`src/verilog/rip_cfg.svh`:
```
// Offsets, field positions and reset values for the reset and interrupt pin block
`ifndef RIP_CFG_SVH
`define RIP_CFG_SVH
`define RIP_ADDR_CTRL    12'h000
`define RIP_ADDR_STATUS  12'h004
`define RIP_ADDR_MASK    12'h008
`define RIP_ADDR_EDGE    12'h00c
`define RIP_ADDR_PINS    12'h010
`define RIP_CTRL_IRQ_EDGE   0
`define RIP_CTRL_X_FLAG     1
`define RIP_CTRL_I_FLAG     2
`define RIP_CTRL_SINGLE     3
`define RIP_CTRL_RESET      4'he
`define RIP_NPIN            5
`define RIP_ZERO5           5'h00
`define RIP_EDGE_RESET      10'h000
`define RIP_EDGE_RISE       2'h1
`define RIP_EDGE_FALL       2'h2
`define RIP_EDGE_BOTH       2'h3
`define RIP_STROBE_A_INPUT_BIT        4
`define RIP_PAI_BIT         3
`endif

```
`src/verilog/rip_pkg.sv`:
```
// Types for the reset and interrupt pin block
package rip_pkg;
  typedef struct packed {
    logic        psel;
    logic        penable;
    logic        pwrite;
    logic [11:0] paddr;
    logic [31:0] pwdata;
  } rip_apb_req_type;

  typedef struct packed {
    logic        pready;
    logic        pslverr;
    logic [31:0] prdata;
  } rip_apb_rsp_type;

  typedef enum logic [2:0] {
    RIP_RUN   = 3'h1,
    RIP_FAULT = 3'h2,
    RIP_HOLD  = 3'h4
  } rip_rst_state_type;

  typedef struct packed {
    logic [4:0]        pin_s1;
    logic [4:0]        pin_s2;
    logic [4:0]        pin_old;
    logic [1:0]        irq_s;
    logic [1:0]        nonmaskable_request_pin_s;
    logic              irq_old;
    logic [1:0]        rst_s;
    logic [3:0]        ctrl;
    logic [4:0]        status;
    logic [4:0]        mask;
    logic [9:0]        edge_sel;
    logic              irq_pend;
    logic [31:0]       rdata;
    rip_rst_state_type rst_state;
  } rip_state_type;
endpackage : rip_pkg

```
`src/verilog/rip_top.sv`:
```
// Reset pin, dedicated request pins and five peripheral pin interrupts
`timescale 1ns/1ps
`include "rip_cfg.svh"

// Register map, one 32-bit word each:
//   ctrl    bit 0 maskable line falling-edge mode; a write clears the edge latch
//   ctrl    bit 1 nonmaskable mask flag, set by reset
//   ctrl    bit 2 maskable mask flag, set by reset
//   ctrl    bit 3 single-chip mode; low hands the strobe pin to the address strobe
//   status  bits 4:0 sticky pin events, write one to clear; an event beats a clear
//   mask    bits 4:0 local enables of the five pin interrupts
//   edge    two bits per pin: rise, fall or both; accumulator and strobe read both as rise
//   pins    bits 7:0 synchronised reset, nonmaskable, maskable and five pin levels
// Pin order in every five-bit field: capture 3, capture 2, capture 1, accumulator, strobe.
// Limitation: pins pass two flip-flops, so an event reaches status three clocks late.

module rip_top (
  input  wire logic                     clk_i,
  input  wire logic                     rstn_i,
  input  wire logic                     ce_i,
  input  wire rip_pkg::rip_apb_req_type apb_req_i,
  output rip_pkg::rip_apb_rsp_type      apb_rsp_o,
  input  wire logic                     reset_pin_i,
  output logic                          reset_pin_o,
  output logic                          reset_pin_oe_o,
  input  wire logic                     clock_fail_i,
  input  wire logic                     watchdog_fail_i,
  input  wire logic                     nonmaskable_request_pin_i,
  input  wire logic                     irq_pin_i,
  input  wire logic                     capture_input_1_i,
  input  wire logic                     capture_input_2_i,
  input  wire logic                     capture_input_3_i,
  input  wire logic                     pulse_accumulator_input_i,
  input  wire logic                     strobe_a_input_i,
  input  wire logic                     address_strobe_i,
  output logic                          address_strobe_output_o,
  output logic                          logic_reset_o,
  output logic                          nonmaskable_request_pin_int_o,
  output logic                          irq_int_o,
  output logic                          pin_int_o,
  output logic                          int_o
);
  import rip_pkg::*;

  rip_state_type q;
  rip_state_type d;
  logic [4:0]    pins;
  logic [4:0]    rise;
  logic [4:0]    fall;
  logic [4:0]    hit;
  logic          acc;
  logic          wr;
  logic          rd;
  logic          irq_edge_ev;
  logic          wr_ctrl;
  logic          wr_status;
  logic          wr_mask;
  logic          wr_edge;

  // Pin order: capture 3,2,1, accumulator, strobe A
  assign pins = {strobe_a_input_i, pulse_accumulator_input_i,
                 capture_input_1_i, capture_input_2_i, capture_input_3_i};

  assign acc = apb_req_i.psel & apb_req_i.penable;
  assign wr  = acc & apb_req_i.pwrite;
  assign rd  = acc & ~apb_req_i.pwrite;

  // Register write strokes, named for the checks below
  assign wr_ctrl   = wr & (apb_req_i.paddr == `RIP_ADDR_CTRL);
  assign wr_status = wr & (apb_req_i.paddr == `RIP_ADDR_STATUS);
  assign wr_mask   = wr & (apb_req_i.paddr == `RIP_ADDR_MASK);
  assign wr_edge   = wr & (apb_req_i.paddr == `RIP_ADDR_EDGE);

  // Edge detect on second synchroniser stage only
  assign rise = q.pin_s2 & ~q.pin_old;
  assign fall = ~q.pin_s2 & q.pin_old;

  // Per-pin edge qualification
  genvar g;
  generate
    for (g = 0; g < `RIP_NPIN; g = g + 1) begin : g_edge
      logic [1:0] sel;
      logic       ok;
      // Accumulator and strobe never see both edges; both falls back to rise
      assign sel = (g >= `RIP_PAI_BIT && q.edge_sel[2*g +: 2] == `RIP_EDGE_BOTH)
                   ? `RIP_EDGE_RISE : q.edge_sel[2*g +: 2];
      // Strobe pin is address strobe in expanded modes
      assign ok  = (g != `RIP_STROBE_A_INPUT_BIT) || q.ctrl[`RIP_CTRL_SINGLE];
      assign hit[g] = ok & ((sel[0] & rise[g]) | (sel[1] & fall[g]));
    end
  endgenerate

  assign irq_edge_ev = q.irq_old & ~q.irq_s[1];

  // Next state
  always_comb begin
    d = q;
    d.pin_s1  = pins;
    d.pin_s2  = q.pin_s1;
    d.pin_old = q.pin_s2;
    d.irq_s   = {q.irq_s[0], irq_pin_i};
    d.nonmaskable_request_pin_s  = {q.nonmaskable_request_pin_s[0], nonmaskable_request_pin_i};
    d.irq_old = q.irq_s[1];
    d.rst_s   = {q.rst_s[0], reset_pin_i};
    // Events set sticky flags; set wins over a write-one clear
    d.status  = q.status & ~(wr && apb_req_i.paddr == `RIP_ADDR_STATUS
                ? apb_req_i.pwdata[4:0] : `RIP_ZERO5);
    d.status  = d.status | hit;
    // Edge mode latch for the maskable pin, cleared by writing ctrl
    if (wr && apb_req_i.paddr == `RIP_ADDR_CTRL) begin
      d.ctrl = apb_req_i.pwdata[3:0];
      d.irq_pend = 1'b0;
    end
    if (irq_edge_ev) begin
      d.irq_pend = 1'b1;
    end
    if (wr && apb_req_i.paddr == `RIP_ADDR_MASK) begin
      d.mask = apb_req_i.pwdata[4:0];
    end
    if (wr && apb_req_i.paddr == `RIP_ADDR_EDGE) begin
      d.edge_sel = apb_req_i.pwdata[9:0];
    end
    // Read data registered one cycle early so it is stable at the access edge
    d.rdata = 32'h0000_0000;
    unique case (apb_req_i.paddr)
      `RIP_ADDR_CTRL:   d.rdata[3:0] = q.ctrl;
      `RIP_ADDR_STATUS: d.rdata[4:0] = q.status;
      `RIP_ADDR_MASK:   d.rdata[4:0] = q.mask;
      `RIP_ADDR_EDGE:   d.rdata[9:0] = q.edge_sel;
      `RIP_ADDR_PINS:   d.rdata[7:0] = {q.rst_s[1], q.nonmaskable_request_pin_s[1], q.irq_s[1], q.pin_s2};
      default:          d.rdata = 32'h0000_0000;
    endcase
    // Failure latches the pin low until the pin is seen low and the failure has cleared
    unique case (q.rst_state)
      RIP_RUN:   if (clock_fail_i | watchdog_fail_i) d.rst_state = RIP_FAULT;
      RIP_FAULT: if (!q.rst_s[1]) d.rst_state = RIP_HOLD;
      RIP_HOLD:  if (!(clock_fail_i | watchdog_fail_i)) d.rst_state = RIP_RUN;
      default:   d.rst_state = RIP_RUN;
    endcase
  end

  // All state in one register; asynchronous low reset restores startup values
  always_ff @(posedge clk_i or negedge rstn_i) begin
    if (!rstn_i) begin
      q           <= '0;
      q.pin_s1    <= 5'h1f;
      q.pin_s2    <= 5'h1f;
      q.pin_old   <= 5'h1f;
      q.irq_s     <= 2'h3;
      q.nonmaskable_request_pin_s    <= 2'h3;
      q.irq_old   <= 1'b1;
      q.rst_s     <= 2'h3;
      q.ctrl      <= `RIP_CTRL_RESET;
      q.edge_sel  <= `RIP_EDGE_RESET;
      q.rst_state <= RIP_RUN;
    end else if (ce_i) begin
      q <= d;
    end
  end

  // Reset pin is open drain; only drives low
  assign reset_pin_o    = 1'b0;
  assign reset_pin_oe_o = q.rst_state != RIP_RUN;
  // Synchronised low pin requests a full logic reset
  assign logic_reset_o  = ~q.rst_s[1];

  // Nonmaskable line: level, gated by its mask flag, retaken while low
  assign nonmaskable_request_pin_int_o = ~q.nonmaskable_request_pin_s[1] & ~q.ctrl[`RIP_CTRL_X_FLAG];
  // Maskable line: level or latched falling edge
  assign irq_int_o  = ~q.ctrl[`RIP_CTRL_I_FLAG] &
                      (q.ctrl[`RIP_CTRL_IRQ_EDGE] ? q.irq_pend : ~q.irq_s[1]);
  assign pin_int_o  = |(q.status & q.mask) & ~q.ctrl[`RIP_CTRL_I_FLAG];
  assign int_o      = |(q.status & q.mask);

  assign address_strobe_output_o = q.ctrl[`RIP_CTRL_SINGLE] ? 1'b0 : address_strobe_i;

  // Zero wait state APB slave, unmapped reads return zero
  assign apb_rsp_o.pready  = 1'b1;
  assign apb_rsp_o.pslverr = 1'b0;
  assign apb_rsp_o.prdata  = rd ? q.rdata : 32'h0000_0000;

  // Request line checks: masks, level and latched edge behaviour
  a_xflag_blocks: assert property (@(posedge clk_i) disable iff (!rstn_i)
    q.ctrl[`RIP_CTRL_X_FLAG] |-> !nonmaskable_request_pin_int_o)
    else $error("nonmaskable passed mask");

  a_nonmaskable_request_pin_level: assert property (@(posedge clk_i) disable iff (!rstn_i)
    (!q.nonmaskable_request_pin_s[1] && !q.ctrl[`RIP_CTRL_X_FLAG]) |-> nonmaskable_request_pin_int_o)
    else $error("level missed");

  a_nonmaskable_request_pin_quiet: assert property (@(posedge clk_i) disable iff (!rstn_i)
    q.nonmaskable_request_pin_s[1] |-> !nonmaskable_request_pin_int_o)
    else $error("nonmaskable without low line");

  a_irq_level: assert property (@(posedge clk_i) disable iff (!rstn_i)
    (!q.ctrl[`RIP_CTRL_IRQ_EDGE] && !q.ctrl[`RIP_CTRL_I_FLAG] && !q.irq_s[1]) |-> irq_int_o)
    else $error("irq level missed");

  a_irq_level_quiet: assert property (@(posedge clk_i) disable iff (!rstn_i)
    (!q.ctrl[`RIP_CTRL_IRQ_EDGE] && q.irq_s[1]) |-> !irq_int_o)
    else $error("irq without low line");

  a_irq_imask: assert property (@(posedge clk_i) disable iff (!rstn_i)
    q.ctrl[`RIP_CTRL_I_FLAG] |-> !irq_int_o)
    else $error("irq passed mask");

  a_irq_latch_set: assert property (@(posedge clk_i) disable iff (!rstn_i)
    (ce_i && irq_edge_ev) |=> q.irq_pend)
    else $error("falling edge not latched");

  a_irq_latch_clear: assert property (@(posedge clk_i) disable iff (!rstn_i)
    (ce_i && wr_ctrl && !irq_edge_ev) |=> !q.irq_pend)
    else $error("edge latch not cleared");

  a_irq_latch_hold: assert property (@(posedge clk_i) disable iff (!rstn_i)
    (ce_i && !wr_ctrl && q.irq_pend) |=> q.irq_pend)
    else $error("edge latch lost");

  a_irq_edge_out: assert property (@(posedge clk_i) disable iff (!rstn_i)
    (q.ctrl[`RIP_CTRL_IRQ_EDGE] && !q.ctrl[`RIP_CTRL_I_FLAG] && q.irq_pend) |-> irq_int_o)
    else $error("latched edge not raised");

  a_irq_edge_quiet: assert property (@(posedge clk_i) disable iff (!rstn_i)
    (q.ctrl[`RIP_CTRL_IRQ_EDGE] && !q.irq_pend) |-> !irq_int_o)
    else $error("edge mode raised without edge");

  // Register writes land once and otherwise hold
  a_ctrl_write: assert property (@(posedge clk_i) disable iff (!rstn_i)
    (ce_i && wr_ctrl) |=> q.ctrl == $past(apb_req_i.pwdata[3:0]))
    else $error("ctrl write lost");

  a_ctrl_hold: assert property (@(posedge clk_i) disable iff (!rstn_i)
    (ce_i && !wr_ctrl) |=> $stable(q.ctrl))
    else $error("ctrl changed unasked");

  a_mask_write: assert property (@(posedge clk_i) disable iff (!rstn_i)
    (ce_i && wr_mask) |=> q.mask == $past(apb_req_i.pwdata[4:0]))
    else $error("mask write lost");

  a_mask_hold: assert property (@(posedge clk_i) disable iff (!rstn_i)
    (ce_i && !wr_mask) |=> $stable(q.mask))
    else $error("mask changed unasked");

  a_edge_write: assert property (@(posedge clk_i) disable iff (!rstn_i)
    (ce_i && wr_edge) |=> q.edge_sel == $past(apb_req_i.pwdata[9:0]))
    else $error("edge select write lost");

  a_edge_hold: assert property (@(posedge clk_i) disable iff (!rstn_i)
    (ce_i && !wr_edge) |=> $stable(q.edge_sel))
    else $error("edge select changed unasked");

  // Status flags: sticky, cleared only by software, readable
  a_flag_sticky: assert property (@(posedge clk_i) disable iff (!rstn_i)
    (ce_i && |hit) |=> (q.status & $past(hit)) == $past(hit))
    else $error("event lost");

  a_status_clear: assert property (@(posedge clk_i) disable iff (!rstn_i)
    (ce_i && wr_status && hit == 5'h00) |=> (q.status & $past(apb_req_i.pwdata[4:0])) == 5'h00)
    else $error("status not cleared");

  a_status_hold: assert property (@(posedge clk_i) disable iff (!rstn_i)
    (ce_i && !wr_status && hit == 5'h00) |=> $stable(q.status))
    else $error("status changed unasked");

  a_status_freeze: assert property (@(posedge clk_i) disable iff (!rstn_i)
    !ce_i |=> $stable(q.status))
    else $error("status moved while frozen");

  a_status_read: assert property (@(posedge clk_i) disable iff (!rstn_i)
    (ce_i && apb_req_i.paddr == `RIP_ADDR_STATUS) |=> q.rdata[4:0] == $past(q.status))
    else $error("status readback wrong");

  a_rdata_idle: assert property (@(posedge clk_i) disable iff (!rstn_i)
    !acc |-> apb_rsp_o.prdata == 32'h0000_0000)
    else $error("read data outside access");

  // Pin events: synchronised, qualified per pin, each seen once
  a_sync_chain: assert property (@(posedge clk_i) disable iff (!rstn_i)
    ce_i |=> q.pin_s2 == $past(q.pin_s1))
    else $error("synchroniser skipped");

  a_rise_once: assert property (@(posedge clk_i) disable iff (!rstn_i)
    (ce_i && rise != 5'h00) |=> (rise & $past(rise)) == 5'h00)
    else $error("rise seen twice");

  a_fall_once: assert property (@(posedge clk_i) disable iff (!rstn_i)
    (ce_i && fall != 5'h00) |=> (fall & $past(fall)) == 5'h00)
    else $error("fall seen twice");

  a_hit_needs_edge: assert property (@(posedge clk_i) disable iff (!rstn_i)
    (hit & ~(rise | fall)) == 5'h00)
    else $error("event without edge");

  a_pai_one_edge: assert property (@(posedge clk_i) disable iff (!rstn_i)
    (q.edge_sel[2*`RIP_PAI_BIT +: 2] == `RIP_EDGE_BOTH) |-> !(fall[`RIP_PAI_BIT] && hit[`RIP_PAI_BIT]))
    else $error("accumulator took both edges");

  a_strobe_a_input_one_edge: assert property (@(posedge clk_i) disable iff (!rstn_i)
    (q.edge_sel[2*`RIP_STROBE_A_INPUT_BIT +: 2] == `RIP_EDGE_BOTH) |-> !(fall[`RIP_STROBE_A_INPUT_BIT] && hit[`RIP_STROBE_A_INPUT_BIT]))
    else $error("strobe took both edges");

  a_strobe_a_input_gate: assert property (@(posedge clk_i) disable iff (!rstn_i)
    !q.ctrl[`RIP_CTRL_SINGLE] |-> !hit[`RIP_STROBE_A_INPUT_BIT])
    else $error("strobe in expanded");

  a_as_single: assert property (@(posedge clk_i) disable iff (!rstn_i)
    q.ctrl[`RIP_CTRL_SINGLE] |-> !address_strobe_output_o)
    else $error("address strobe in single-chip");

  a_as_expanded: assert property (@(posedge clk_i) disable iff (!rstn_i)
    !q.ctrl[`RIP_CTRL_SINGLE] |-> address_strobe_output_o == address_strobe_i)
    else $error("address strobe lost");

  // Pin interrupt gating by local enable and global flag
  a_pin_gate: assert property (@(posedge clk_i) disable iff (!rstn_i)
    pin_int_o |-> (|(q.status & q.mask)) && !q.ctrl[`RIP_CTRL_I_FLAG])
    else $error("pin irq ungated");

  a_pin_unmasked: assert property (@(posedge clk_i) disable iff (!rstn_i)
    ((q.status & q.mask) != 5'h00 && !q.ctrl[`RIP_CTRL_I_FLAG]) |-> pin_int_o)
    else $error("pin irq missed");

  a_pin_local: assert property (@(posedge clk_i) disable iff (!rstn_i)
    ((q.status & q.mask) == 5'h00) |-> (!pin_int_o && !int_o))
    else $error("pin irq without enabled flag");

  // Reset pin: failures pull it low, a low pin resets the logic
  a_fault_drive: assert property (@(posedge clk_i) disable iff (!rstn_i)
    (ce_i && q.rst_state == RIP_RUN && watchdog_fail_i) |=> reset_pin_oe_o)
    else $error("failure not driven");

  a_clock_fault: assert property (@(posedge clk_i) disable iff (!rstn_i)
    (ce_i && q.rst_state == RIP_RUN && clock_fail_i) |=> reset_pin_oe_o)
    else $error("clock failure not driven");

  a_fault_stays: assert property (@(posedge clk_i) disable iff (!rstn_i)
    (ce_i && q.rst_state != RIP_RUN && (clock_fail_i || watchdog_fail_i)) |=> reset_pin_oe_o)
    else $error("pin released during failure");

  a_open_drain: assert property (@(posedge clk_i) disable iff (!rstn_i)
    reset_pin_oe_o |-> !reset_pin_o)
    else $error("reset pin driven high");

  a_reset_follow: assert property (@(posedge clk_i) disable iff (!rstn_i)
    (ce_i && !reset_pin_i) ##1 (ce_i && !reset_pin_i) |=> logic_reset_o)
    else $error("reset not seen");
endmodule : rip_top

```
`config.mk`:
```
export PLATFORM = sky130hd
export DESIGN_NAME = rip_top
export DESIGN_NICKNAME = d
export VERILOG_FILES = /design/src/verilog/rip_pkg.sv /design/src/verilog/rip_top.sv
export VERILOG_INCLUDE_DIRS = /design/src /design/src/verilog
export SDC_FILE = /design/constraint.sdc
export NUM_CORES = 1
export LEC_CHECK = 0
export BUFFER_PORTS_ARGS = -buffer_cell sky130_fd_sc_hd__buf_2
export CAP_MARGIN = 20
export CORE_ASPECT_RATIO = 0.7
export CORE_MARGIN = 5
export CORE_UTILIZATION = 35
export DETAILED_ROUTE_END_ITERATION = 10
export GPL_TIMING_DRIVEN = 0
export PLACE_DENSITY = 0.69
export SETUP_SLACK_MARGIN = 0.02
export SLEW_MARGIN = 20
export SYNTH_ARGS = -nofsm -noshare
export SYNTH_HDL_FRONTEND = slang
export SYNTH_SLANG_ARGS = --single-unit
```
`constraint.sdc`:
```
create_clock -name clk_i -period 3.39 [get_ports clk_i]
set_clock_uncertainty 0.2 [all_clocks]
set_input_delay 0.1695 -clock clk_i [delete_from_list [all_inputs] [get_ports clk_i]]
set_output_delay 0.1695 -clock clk_i [all_outputs]
set_load 0.05 [all_outputs]
```
==> flow_summary.json, run 1 <==
{
  "routed_wl_mm": 7.31,
  "fin_ws_ns": 1.44,
  "clockRootBuffer": "clkbuf_16",
  "netlist-cell-type-count": 47,
  "cts_tree": "built",
  "clkTransAtPathRegs_ns": 0.05,
  "core_area_sq_um": 8440,
  "dp_cells": 455,
  "synth_area_sq_um": 3030,
  "synth_edf_count": 0,
  "cts_made_buffers": 9,
  "drt_iter0_drc": 104,
  "synth-xor-area-share_pct": 0,
  "synth_top_family_by_area": "multiplexers",
  "port_buffers": 54,
  "worstPathArrival_ns": 1.58,
  "synthMuxAreaShare_pct": 17.0,
  "final_hold_viol_count": 0,
  "grt_overflow": 0,
  "status": "finished, final reports clean",
  "stdcell_count": 490,
  "synth-compound-area-share_pct": 10.7,
  "postSynthAreaPerCell_sq_um": 11.8,
  "multi_input_area_sq_um": 1330,
  "seq_area_frac_synth_pct": 50.6,
  "start_util_pct": 35.9,
  "antenna_found_initial": 0,
  "synth_fa_ha_area_share_pct": 0,
  "vias": 2318,
  "seq_area_sq_um": 1530,
  "period_share_pct": 57.4,
  "drive_above_1_share_pct": 46.8,
  "finalSetupTns_ns": 0,
  "vias_per_cell": 4.73,
  "io_pins": 103,
  "dp_hpwl_mm": 5.29,
  "min_path_type": "in2reg",
  "critPathKind": "reg2out",
  "wl_per_cell_um": 14.9,
  "ys.flop_type": "dfrtp_1",
  "synth_seq_cells": 60,
  "clockBufferDepth": 2,
  "clk_latency_ns": 0.33,
  "synthSimpleGateAreaFrac_pct": 13.2,
  "preCtsSetupSlack_ns": 1.55,
  "fmax_mhz": 514,
  "h-tree-depth": 3,
  "synthArstFlopShare_pct": 100,
  "cts.sinks": 60,
  "drv_slew": 0,
  "firstDrtPassIters": 4,
  "ir_drop_mv": 0.424,
  "endpoint_kind": "primary output",
  "p_per_area_nw_per_um2": 537,
  "place.gp.congestion": 0.859,
  "fp.dieH_um": 87.9,
  "period_needed_ns": 1.95,
  "ant_nets": 0,
  "cp.required_ns": 3.02,
  "grt_pass1_vias": 2214,
  "dieWidth_um": 121,
  "nNetsFinal": 426,
  "grt_max_degree": 61,
  "finalSetupViolCount": 0,
  "antennaDiodeCount": 0,
  "crit_fanout": 3,
  "grt_pass1_wl_mm": 11.7,
  "drcViolationCount": 0,
  "drv_cap": 0,
  "rows": 28,
  "synthCells": 258,
  "die_area_sq_um": 10700,
  "synthToLayoutAreaGrowth_pct": 33.7,
  "rsz0062_at_grt": "no",
  "critPathLaunchType": "register",
  "yosysWarnings": 0,
  "fillers": 760,
  "p_leak_nw": 1.93,
  "cts-resized-gates": 0,
  "tightest_slew_ns": 0.747,
  "grtUsageTotal_pct": 14.4,
  "relSlewSlack_pct": 50.2
}
[cell usage in the layout, fill, tap and decap left out, types with 2 or more instances in the layout]
| cell | count |
|---|---|
| o22a_1 | 2 |
| o2bb2ai_1 | 6 |
| dfstp_2 | 26 |
| nor2b_1 | 6 |
| conb_1 | 25 |
| a21oi_1 | 4 |
| a31oi_1 | 4 |
| nor2_1 | 12 |
| clkbuf_16 | 9 |
| clkbuf_1 | 4 |
| and4_1 | 2 |
| buf_2 | 56 |
| mux2_2 | 43 |
| a221oi_1 | 3 |
| a221o_1 | 3 |
| a22o_1 | 5 |
| dlygate4sd3_1 | 19 |
| o22ai_1 | 3 |
| nand2_1 | 15 |
| and2_1 | 10 |
| buf_1 | 2 |
| nand3_1 | 7 |
| nor3_1 | 5 |
| clkbuf_8 | 4 |
| buf_4 | 26 |
| inv_1 | 3 |
| mux2i_1 | 3 |
| dfrtp_1 | 34 |
| o21ai_0 | 4 |
| nand3b_1 | 2 |
[registers in the layout, summed over array words and instances, names as in the netlist]
signal / count
q: 39
d: 14
g_edge.ok: 1
g_edge.sel: 6
[synth_stat cells (2+ instances only)]
cell type / number / area [sq um]
a21oi_1: 4 / 20.0
o22a_1: 2 / 17.5
nand2_1: 15 / 56.3
mux2i_1: 3 / 30.0
dfstp_2: 26 / 683
nand3_1: 7 / 35.0
mux2_2: 43 / 484
a31oi_1: 4 / 25.0
nor2b_1: 6 / 37.5
o22ai_1: 3 / 18.8
a221o_1: 3 / 30.0
nand3b_1: 2 / 15.0
a22o_1: 5 / 43.8
buf_1: 2 / 7.51
dfrtp_1: 34 / 851
and2_1: 10 / 62.6
buf_4: 25 / 188
o2bb2ai_1: 6 / 52.6
conb_1: 2 / 7.51
and4_1: 2 / 17.5
inv_1: 3 / 11.3
clkbuf_1: 4 / 15.0
buf_2: 3 / 15.0
nor3_1: 5 / 25.0
a221oi_1: 3 / 26.3
o21ai_0: 4 / 20.0
nor2_1: 12 / 45.0
[metrics by stage]
step / instance area, sq um / hold WS, ns / power (mW) / util, %
after floorplan: 3120 / -0.326 / 1.12 / -
after global placement: 3540 / 0.202 / 1.20 / 41.9
after detailed placement: 3540 / 0.0853 / 1.22 / 42.0
after CTS: 4060 / 0.143 / 2.20 / 48.0
after global routing: 4060 / 0.173 / 2.27 / 48.0
final: 4060 / 0.161 / 2.18 / 48.0
[cells by family after synthesis]
| kind of cell | after synthesis |
|---|---|
| AOI/OAI and AO/OA | 42 |
| buffers and inverters | 39 |
| DFF | 60 |
| muxes | 46 |
| other | 2 |
| and+or+nand+nor | 69 |
[worst max-delay path: stages (launching register included)]
cell and delay, ns:
dfrtp_1 0.40, a222oi_1 0.48, a21oi_1 0.13, buf_2 0.24
[cell type report]
| class | count | area share (%) |
|---|---|---|
| buffer | 35 | 5.83 |
| clock buffer | 13 | 6.91 |
| clock inverter | 3 | 1.05 |
| inverter | 4 | 0.370 |
| multi-input combinational | 182 | 32.9 |
| sequential | 60 | 37.8 |
| tap | 120 | 3.70 |
| timing repair buffer | 73 | 11.4 |
[routing by layer]
layer,track usage (%),wire length [um],vias up,part of all wire (%)
met1,20.3,3610,1126,49
li1,-,-,1104,-
met4,5.70,97,0,1.3
met3,5.29,567,8,7.8
met2,20.3,3030,80,41
met5,0,0,-,0
[final timing paths]
path                                   start                 to  slack, ns  cells after the start
max                        q[55]$_DFFE_PN0P_          pin_int_o       1.44                      3
min                                     ce_i   q[5]$_DFFE_PN0P_       0.16                      3
max reg2reg                q[61]$_DFFE_PN1P_   q[1]$_DFFE_PN0P_       1.90                      4
min reg2reg                 q[7]$_DFFE_PN0P_   q[7]$_DFFE_PN0P_       0.28                      1
max in group asynchronous             rstn_i  q[49]$_DFFE_PN0P_       2.23                      2
min in group asynchronous             rstn_i  q[35]$_DFFE_PN0P_       0.26                      2
[power by group]
group          total, mW  internal [mW]  switching [mW]
Sequential         0.867          0.806          0.0605
Clock              0.956          0.647           0.309
Combinational      0.356          0.137           0.219
Total               2.18           1.59           0.588
[timing repair]
| action | in CTS | in global routing |
|---|---|---|
| hold buffers | 19 | 0 |
| buffers inserted | 0 | 0 |
| hold endpoints to repair | 65 | 0 |
Power figures use the tool's default switching activity.
==> run 2: changes to the inputs <==
- PLACE_DENSITY: 0.69 -> 0.71
- clock period: 3.39 -> 1.6 ns (I/O delays scaled with it)
==> flow_summary.json, run 2 (same netlist as run 1, synthesis figures left out) <==
{
  "core_area_sq_um": 8440,
  "clk_latency_ns": 0.33,
  "largest_reg_flops": 39,
  "antenna_found_initial": 0,
  "hold_end": "q[5]$_DFFE_PN0P_",
  "clockBufferDepth": 2,
  "cp.required_ns": 1.32,
  "routed_wl_mm": 7.39,
  "port_buffers": 54,
  "fmax_mhz": 570,
  "endpoint_kind": "primary output",
  "ant_nets": 0,
  "status": "complete, but fails checks",
  "p_leak_nw": 1.95,
  "synthToLayoutAreaGrowth_pct": 35.8,
  "hold_path_depth": 3,
  "dp_cells": 455,
  "r2r-end": "q[1]$_DFFE_PN0P_",
  "start_util_pct": 35.9,
  "stdcell_count": 494,
  "cts_tree": "built",
  "io_pins": 103,
  "relSlewSlack_pct": 51.1,
  "drt_iter0_drc": 123,
  "ir_drop_mv": 0.833,
  "h-tree-depth": 3,
  "nNetsFinal": 430,
  "vias_per_cell": 4.73,
  "regMostFlops": "q",
  "ff2ff_setup_slack_ns": 0.12,
  "critPathLaunchType": "register",
  "drive_above_1_share_pct": 47.9,
  "rows": 28,
  "drv_slew": 0,
  "fp.dieH_um": 87.9,
  "grt_pass1_vias": 2335,
  "grt_overflow": 0,
  "finalSetupViolCount": 2,
  "worstPathArrival_ns": 1.47,
  "clockRootBuffer": "clkbuf_16",
  "drv_cap": 0,
  "rsz0062_at_grt": "yes",
  "worstHoldStart": "ce_i",
  "antennaDiodeCount": 0,
  "period_needed_ns": 1.75,
  "crit_fanout": 2,
  "critPathKind": "reg2out",
  "die_area_sq_um": 10700,
  "p_per_area_nw_per_um2": 1140,
  "seq_area_sq_um": 1530,
  "dp_hpwl_mm": 5.35,
  "drcViolationCount": 0,
  "fin_ws_ns": -0.154,
  "wl_per_cell_um": 15.0,
  "dieWidth_um": 121,
  "rr_worst_depth": 4,
  "final_cell_mix": "buf_2 (53), mux2_2 (43), dfrtp_1 (34)",
  "place.gp.congestion": 0.857,
  "cts.sinks": 60,
  "vias": 2339,
  "period_share_pct": 110,
  "grtUsageTotal_pct": 14.5,
  "violations": "setup timing",
  "clkTransAtPathRegs_ns": 0.06,
  "placed_area_sq_um": 3540,
  "min_path_type": "in2reg",
  "reg2reg_from": "q[61]$_DFFE_PN1P_",
  "preCtsSetupSlack_ns": -0.147,
  "tightest_slew_ns": 0.733,
  "stdcell_area_sq_um": 4120,
  "power.total_mw": 4.68,
  "firstDrtPassIters": 5,
  "final_hold_viol_count": 0,
  "grt_pass1_wl_mm": 11.9,
  "multi_input_area_sq_um": 1350,
  "final_common_cell": "buf_2",
  "cts_made_buffers": 9,
  "grt_max_degree": 61,
  "fillers": 787
}
==> run 2: cell types whose count changed in the layout (fill, tap and decap cells not counted), sizes merged <==
cell | before | now
clkinv | 2 | 5
buf | 85 | 89
inv | 3 | 4
bufinv | 1 | 2
clkbuf | 17 | 13
clkinvlp | 1 | 0
==> run 2: worst max-delay path by stage <==
stage	startpoint	end	cells after the start
2_1_floorplan	q[61]$_DFFE_PN1P_	q[1]$_DFFE_PN0P_	4
3_3_place_gp	apb_req_i[33]	g_edge[2].sel[1]$_DFFE_PN0P_	6
3_5_place_dp	apb_req_i[36]	q[55]$_DFFE_PN0P_	5
4_1_cts	q[55]$_DFFE_PN0P_	pin_int_o	4
5_1_grt	q[55]$_DFFE_PN0P_	pin_int_o	4
6_report	q[55]$_DFFE_PN0P_	pin_int_o	4
==> run 2: power breakdown <==
part	leakage (nW)	internal (mW)	total (mW)	switching, mW
logic	1.05	0.301	0.774	0.473
clock network	0.160	1.37	2.07	0.702
registers	0.739	1.71	1.83	0.127
total	1.95	3.38	4.68	1.30
==> run 2: routing by layer <==
metal | track usage [%] | vias to the layer above | wire (um)
li1 | - | 1109 | -
met1 | 20.0 | 1126 | 3460
met2 | 22.1 | 96 | 3220
met3 | 5.04 | 8 | 641
met4 | 3.56 | 0 | 65
met5 | 0 | - | 0
==> run 2: area by class of cell <==
cell class | instances | share of cell area (%)
plain buffers | 35 | 5.74
clock buffers | 9 | 5.47
clock inverters | 7 | 2.43
inverters | 4 | 0.364
multi-input cells | 182 | 32.7
flip-flops and latches | 60 | 37.2
well taps | 120 | 3.64
repair buffers | 77 | 12.4
==> run 2: critical path, stage by stage (launching register included) <==
cell and delay [ns]:
dfrtp_1 0.39, a222oi_1 0.33, buf_4 0.19, a21oi_4 0.06, buf_6 0.17
==> run 2: repair_timing <==
action,CTS,global route
gates cloned,0,0
endpoints found under the hold margin,66,0
buffers inserted,2,2
endpoints found under the setup margin,3,3
hold buffers,19,0
pin swaps,1,3
resized for setup,7,2
==> run 2: stage by stage <==
stage | utilization (%) | TNS, ns | hold slack, ns
after floorplan | - | -0.00750 | -0.416
after global placement | 41.9 | -2.47 | 0.113
after detailed placement | 42.0 | -2.80 | -0.00643
after CTS | 48.5 | -0.249 | 0.0422
after global routing | 48.8 | -0.445 | 0.0847
final | 48.8 | -0.299 | 0.0419
==> run 3: changes to the inputs <==
- RECOVER_POWER: not set -> 25
==> flow_summary.json, run 3 (same netlist as run 1, synthesis figures left out) <==
{
  "status": "complete, but fails checks",
  "violations": "setup timing",
  "vias_per_cell": 4.73,
  "crit_fanout": 2,
  "critPathMaxStageDelay_ns": 0.39,
  "cts_made_buffers": 9,
  "final_hold_viol_count": 0,
  "min_path_type": "in2reg",
  "die_area_sq_um": 10700,
  "ant_nets": 0,
  "cp-startpoint": "q[55]$_DFFE_PN0P_",
  "critPathLaunchType": "register",
  "vias": 2337,
  "clockRootBuffer": "clkbuf_16",
  "final_cell_mix": "buf_2 (52), mux2_2 (43), dfrtp_1 (34)",
  "dp_hpwl_mm": 5.35,
  "regMostFlops": "q",
  "finalSetupViolCount": 2,
  "routed_wl_mm": 7.37,
  "critPathKind": "reg2out",
  "h-tree-depth": 3,
  "drive_above_1_share_pct": 47.6,
  "p_per_area_nw_per_um2": 1140,
  "clk_latency_ns": 0.33,
  "drv_slew": 0,
  "clockBufferDepth": 2,
  "fmax_mhz": 570,
  "cp_slowest_cell": "dfrtp_1",
  "rsz0062_at_grt": "yes",
  "worstHoldStart": "apb_req_i[39]",
  "port_buffers": 54,
  "drt_iter0_drc": 123,
  "fin_ws_ns": -0.155,
  "stdcell_count": 494,
  "start_util_pct": 35.9,
  "grt_pass1_vias": 2335,
  "firstDrtPassIters": 5,
  "dieWidth_um": 121,
  "drcViolationCount": 0,
  "worstPathArrival_ns": 1.47,
  "period_share_pct": 110,
  "fp.dieH_um": 87.9,
  "largest_reg_flops": 39,
  "place.gp.congestion": 0.857,
  "fin_worst_hold_slack_ns": 0.0429,
  "crit_family": "flip-flops",
  "ir_drop_mv": 0.832,
  "preCtsSetupSlack_ns": -0.147,
  "synthToLayoutAreaGrowth_pct": 35.8,
  "antenna_found_initial": 0,
  "rows": 28,
  "p_leak_nw": 1.95,
  "grt_overflow": 0,
  "wl_per_cell_um": 14.9,
  "power.total_mw": 4.68,
  "endpoint_kind": "primary output",
  "drv_cap": 0,
  "dp_cells": 455,
  "grt_pass1_wl_mm": 11.9,
  "relSlewSlack_pct": 47.0,
  "final_common_cell": "buf_2",
  "clkTransAtPathRegs_ns": 0.06,
  "cts_tree": "built",
  "reg2reg_from": "q[61]$_DFFE_PN1P_",
  "path_buf_inv": 2,
  "io_pins": 103,
  "grt_max_degree": 61,
  "tightest_slew_ns": 0.796,
  "crit_chain": "a222oi_1 > buf_4 > a21oi_4 > buf_6",
  "antennaDiodeCount": 0,
  "cts.sinks": 60,
  "fin_util_pct": 48.8,
  "cp.required_ns": 1.32,
  "nNetsFinal": 430,
  "period_needed_ns": 1.75,
  "core_area_sq_um": 8440,
  "grtUsageTotal_pct": 14.5
}
run 3: timing repair:
item,CTS,global route
hold buffers,19,0
endpoints found under the hold margin,66,0
gates resized for setup,7,2
setup buffers,2,2
setup endpoints to repair,3,3
pin swaps,1,3
run 3: worst reg2reg max path, delay by kind of cell, from the launching register on:
family / cells / cell delay (ns)
simple gates: 1 / 0.30
buf+inv: 1 / 0.07
flops: 1 / 0.56
compound gates: 2 / 0.30
run 3: worst paths after layout:
kind	cells after the start	to	slack, ns
max	4	pin_int_o	-0.15
min	4	q[5]$_DFFE_PN0P_	0.04
max reg2reg	4	q[1]$_DFFE_PN0P_	0.12
min reg2reg	1	q[7]$_DFFE_PN0P_	0.27
max in group asynchronous	2	q[43]$_DFFE_PN0P_	0.47
min in group asynchronous	2	q[35]$_DFFE_PN0P_	0.20
run 3: power breakdown:
part | internal, mW | switching [mW] | total, mW | leakage (nW)
logic | 0.300 | 0.472 | 0.772 | 1.05
registers | 1.71 | 0.126 | 1.83 | 0.739
clock network | 1.37 | 0.700 | 2.07 | 0.160
total | 3.38 | 1.30 | 4.68 | 1.95
run 3: layout make-up:
type / instances / area [sq um]
repair buffers: 77 / 510
flip-flops and latches: 60 / 1530
well taps: 120 / 150
plain buffers: 35 / 236
clock inverters: 7 / 100
fillers: 788 / 4320
clock buffers: 9 / 225
inverters: 4 / 15.0
multi-input cells: 182 / 1350
run 3: layer usage:
layer	share of wire, %	global-route usage [%]	vias to the layer above	routed length [um]
met5	0	0	-	0
met4	0.88	3.56	0	65
met3	8.5	5.04	8	628
met2	44	22.1	91	3220
met1	47	20.0	1127	3460
li1	-	-	1111	-
run 3: per-stage QoR:
step	TNS, ns	instance area (sq um)
after floorplan	-0.00750	3120
after global placement	-2.47	3540
after detailed placement	-2.80	3540
after CTS	-0.249	4090
after global routing	-0.445	4120
final	-0.299	4120
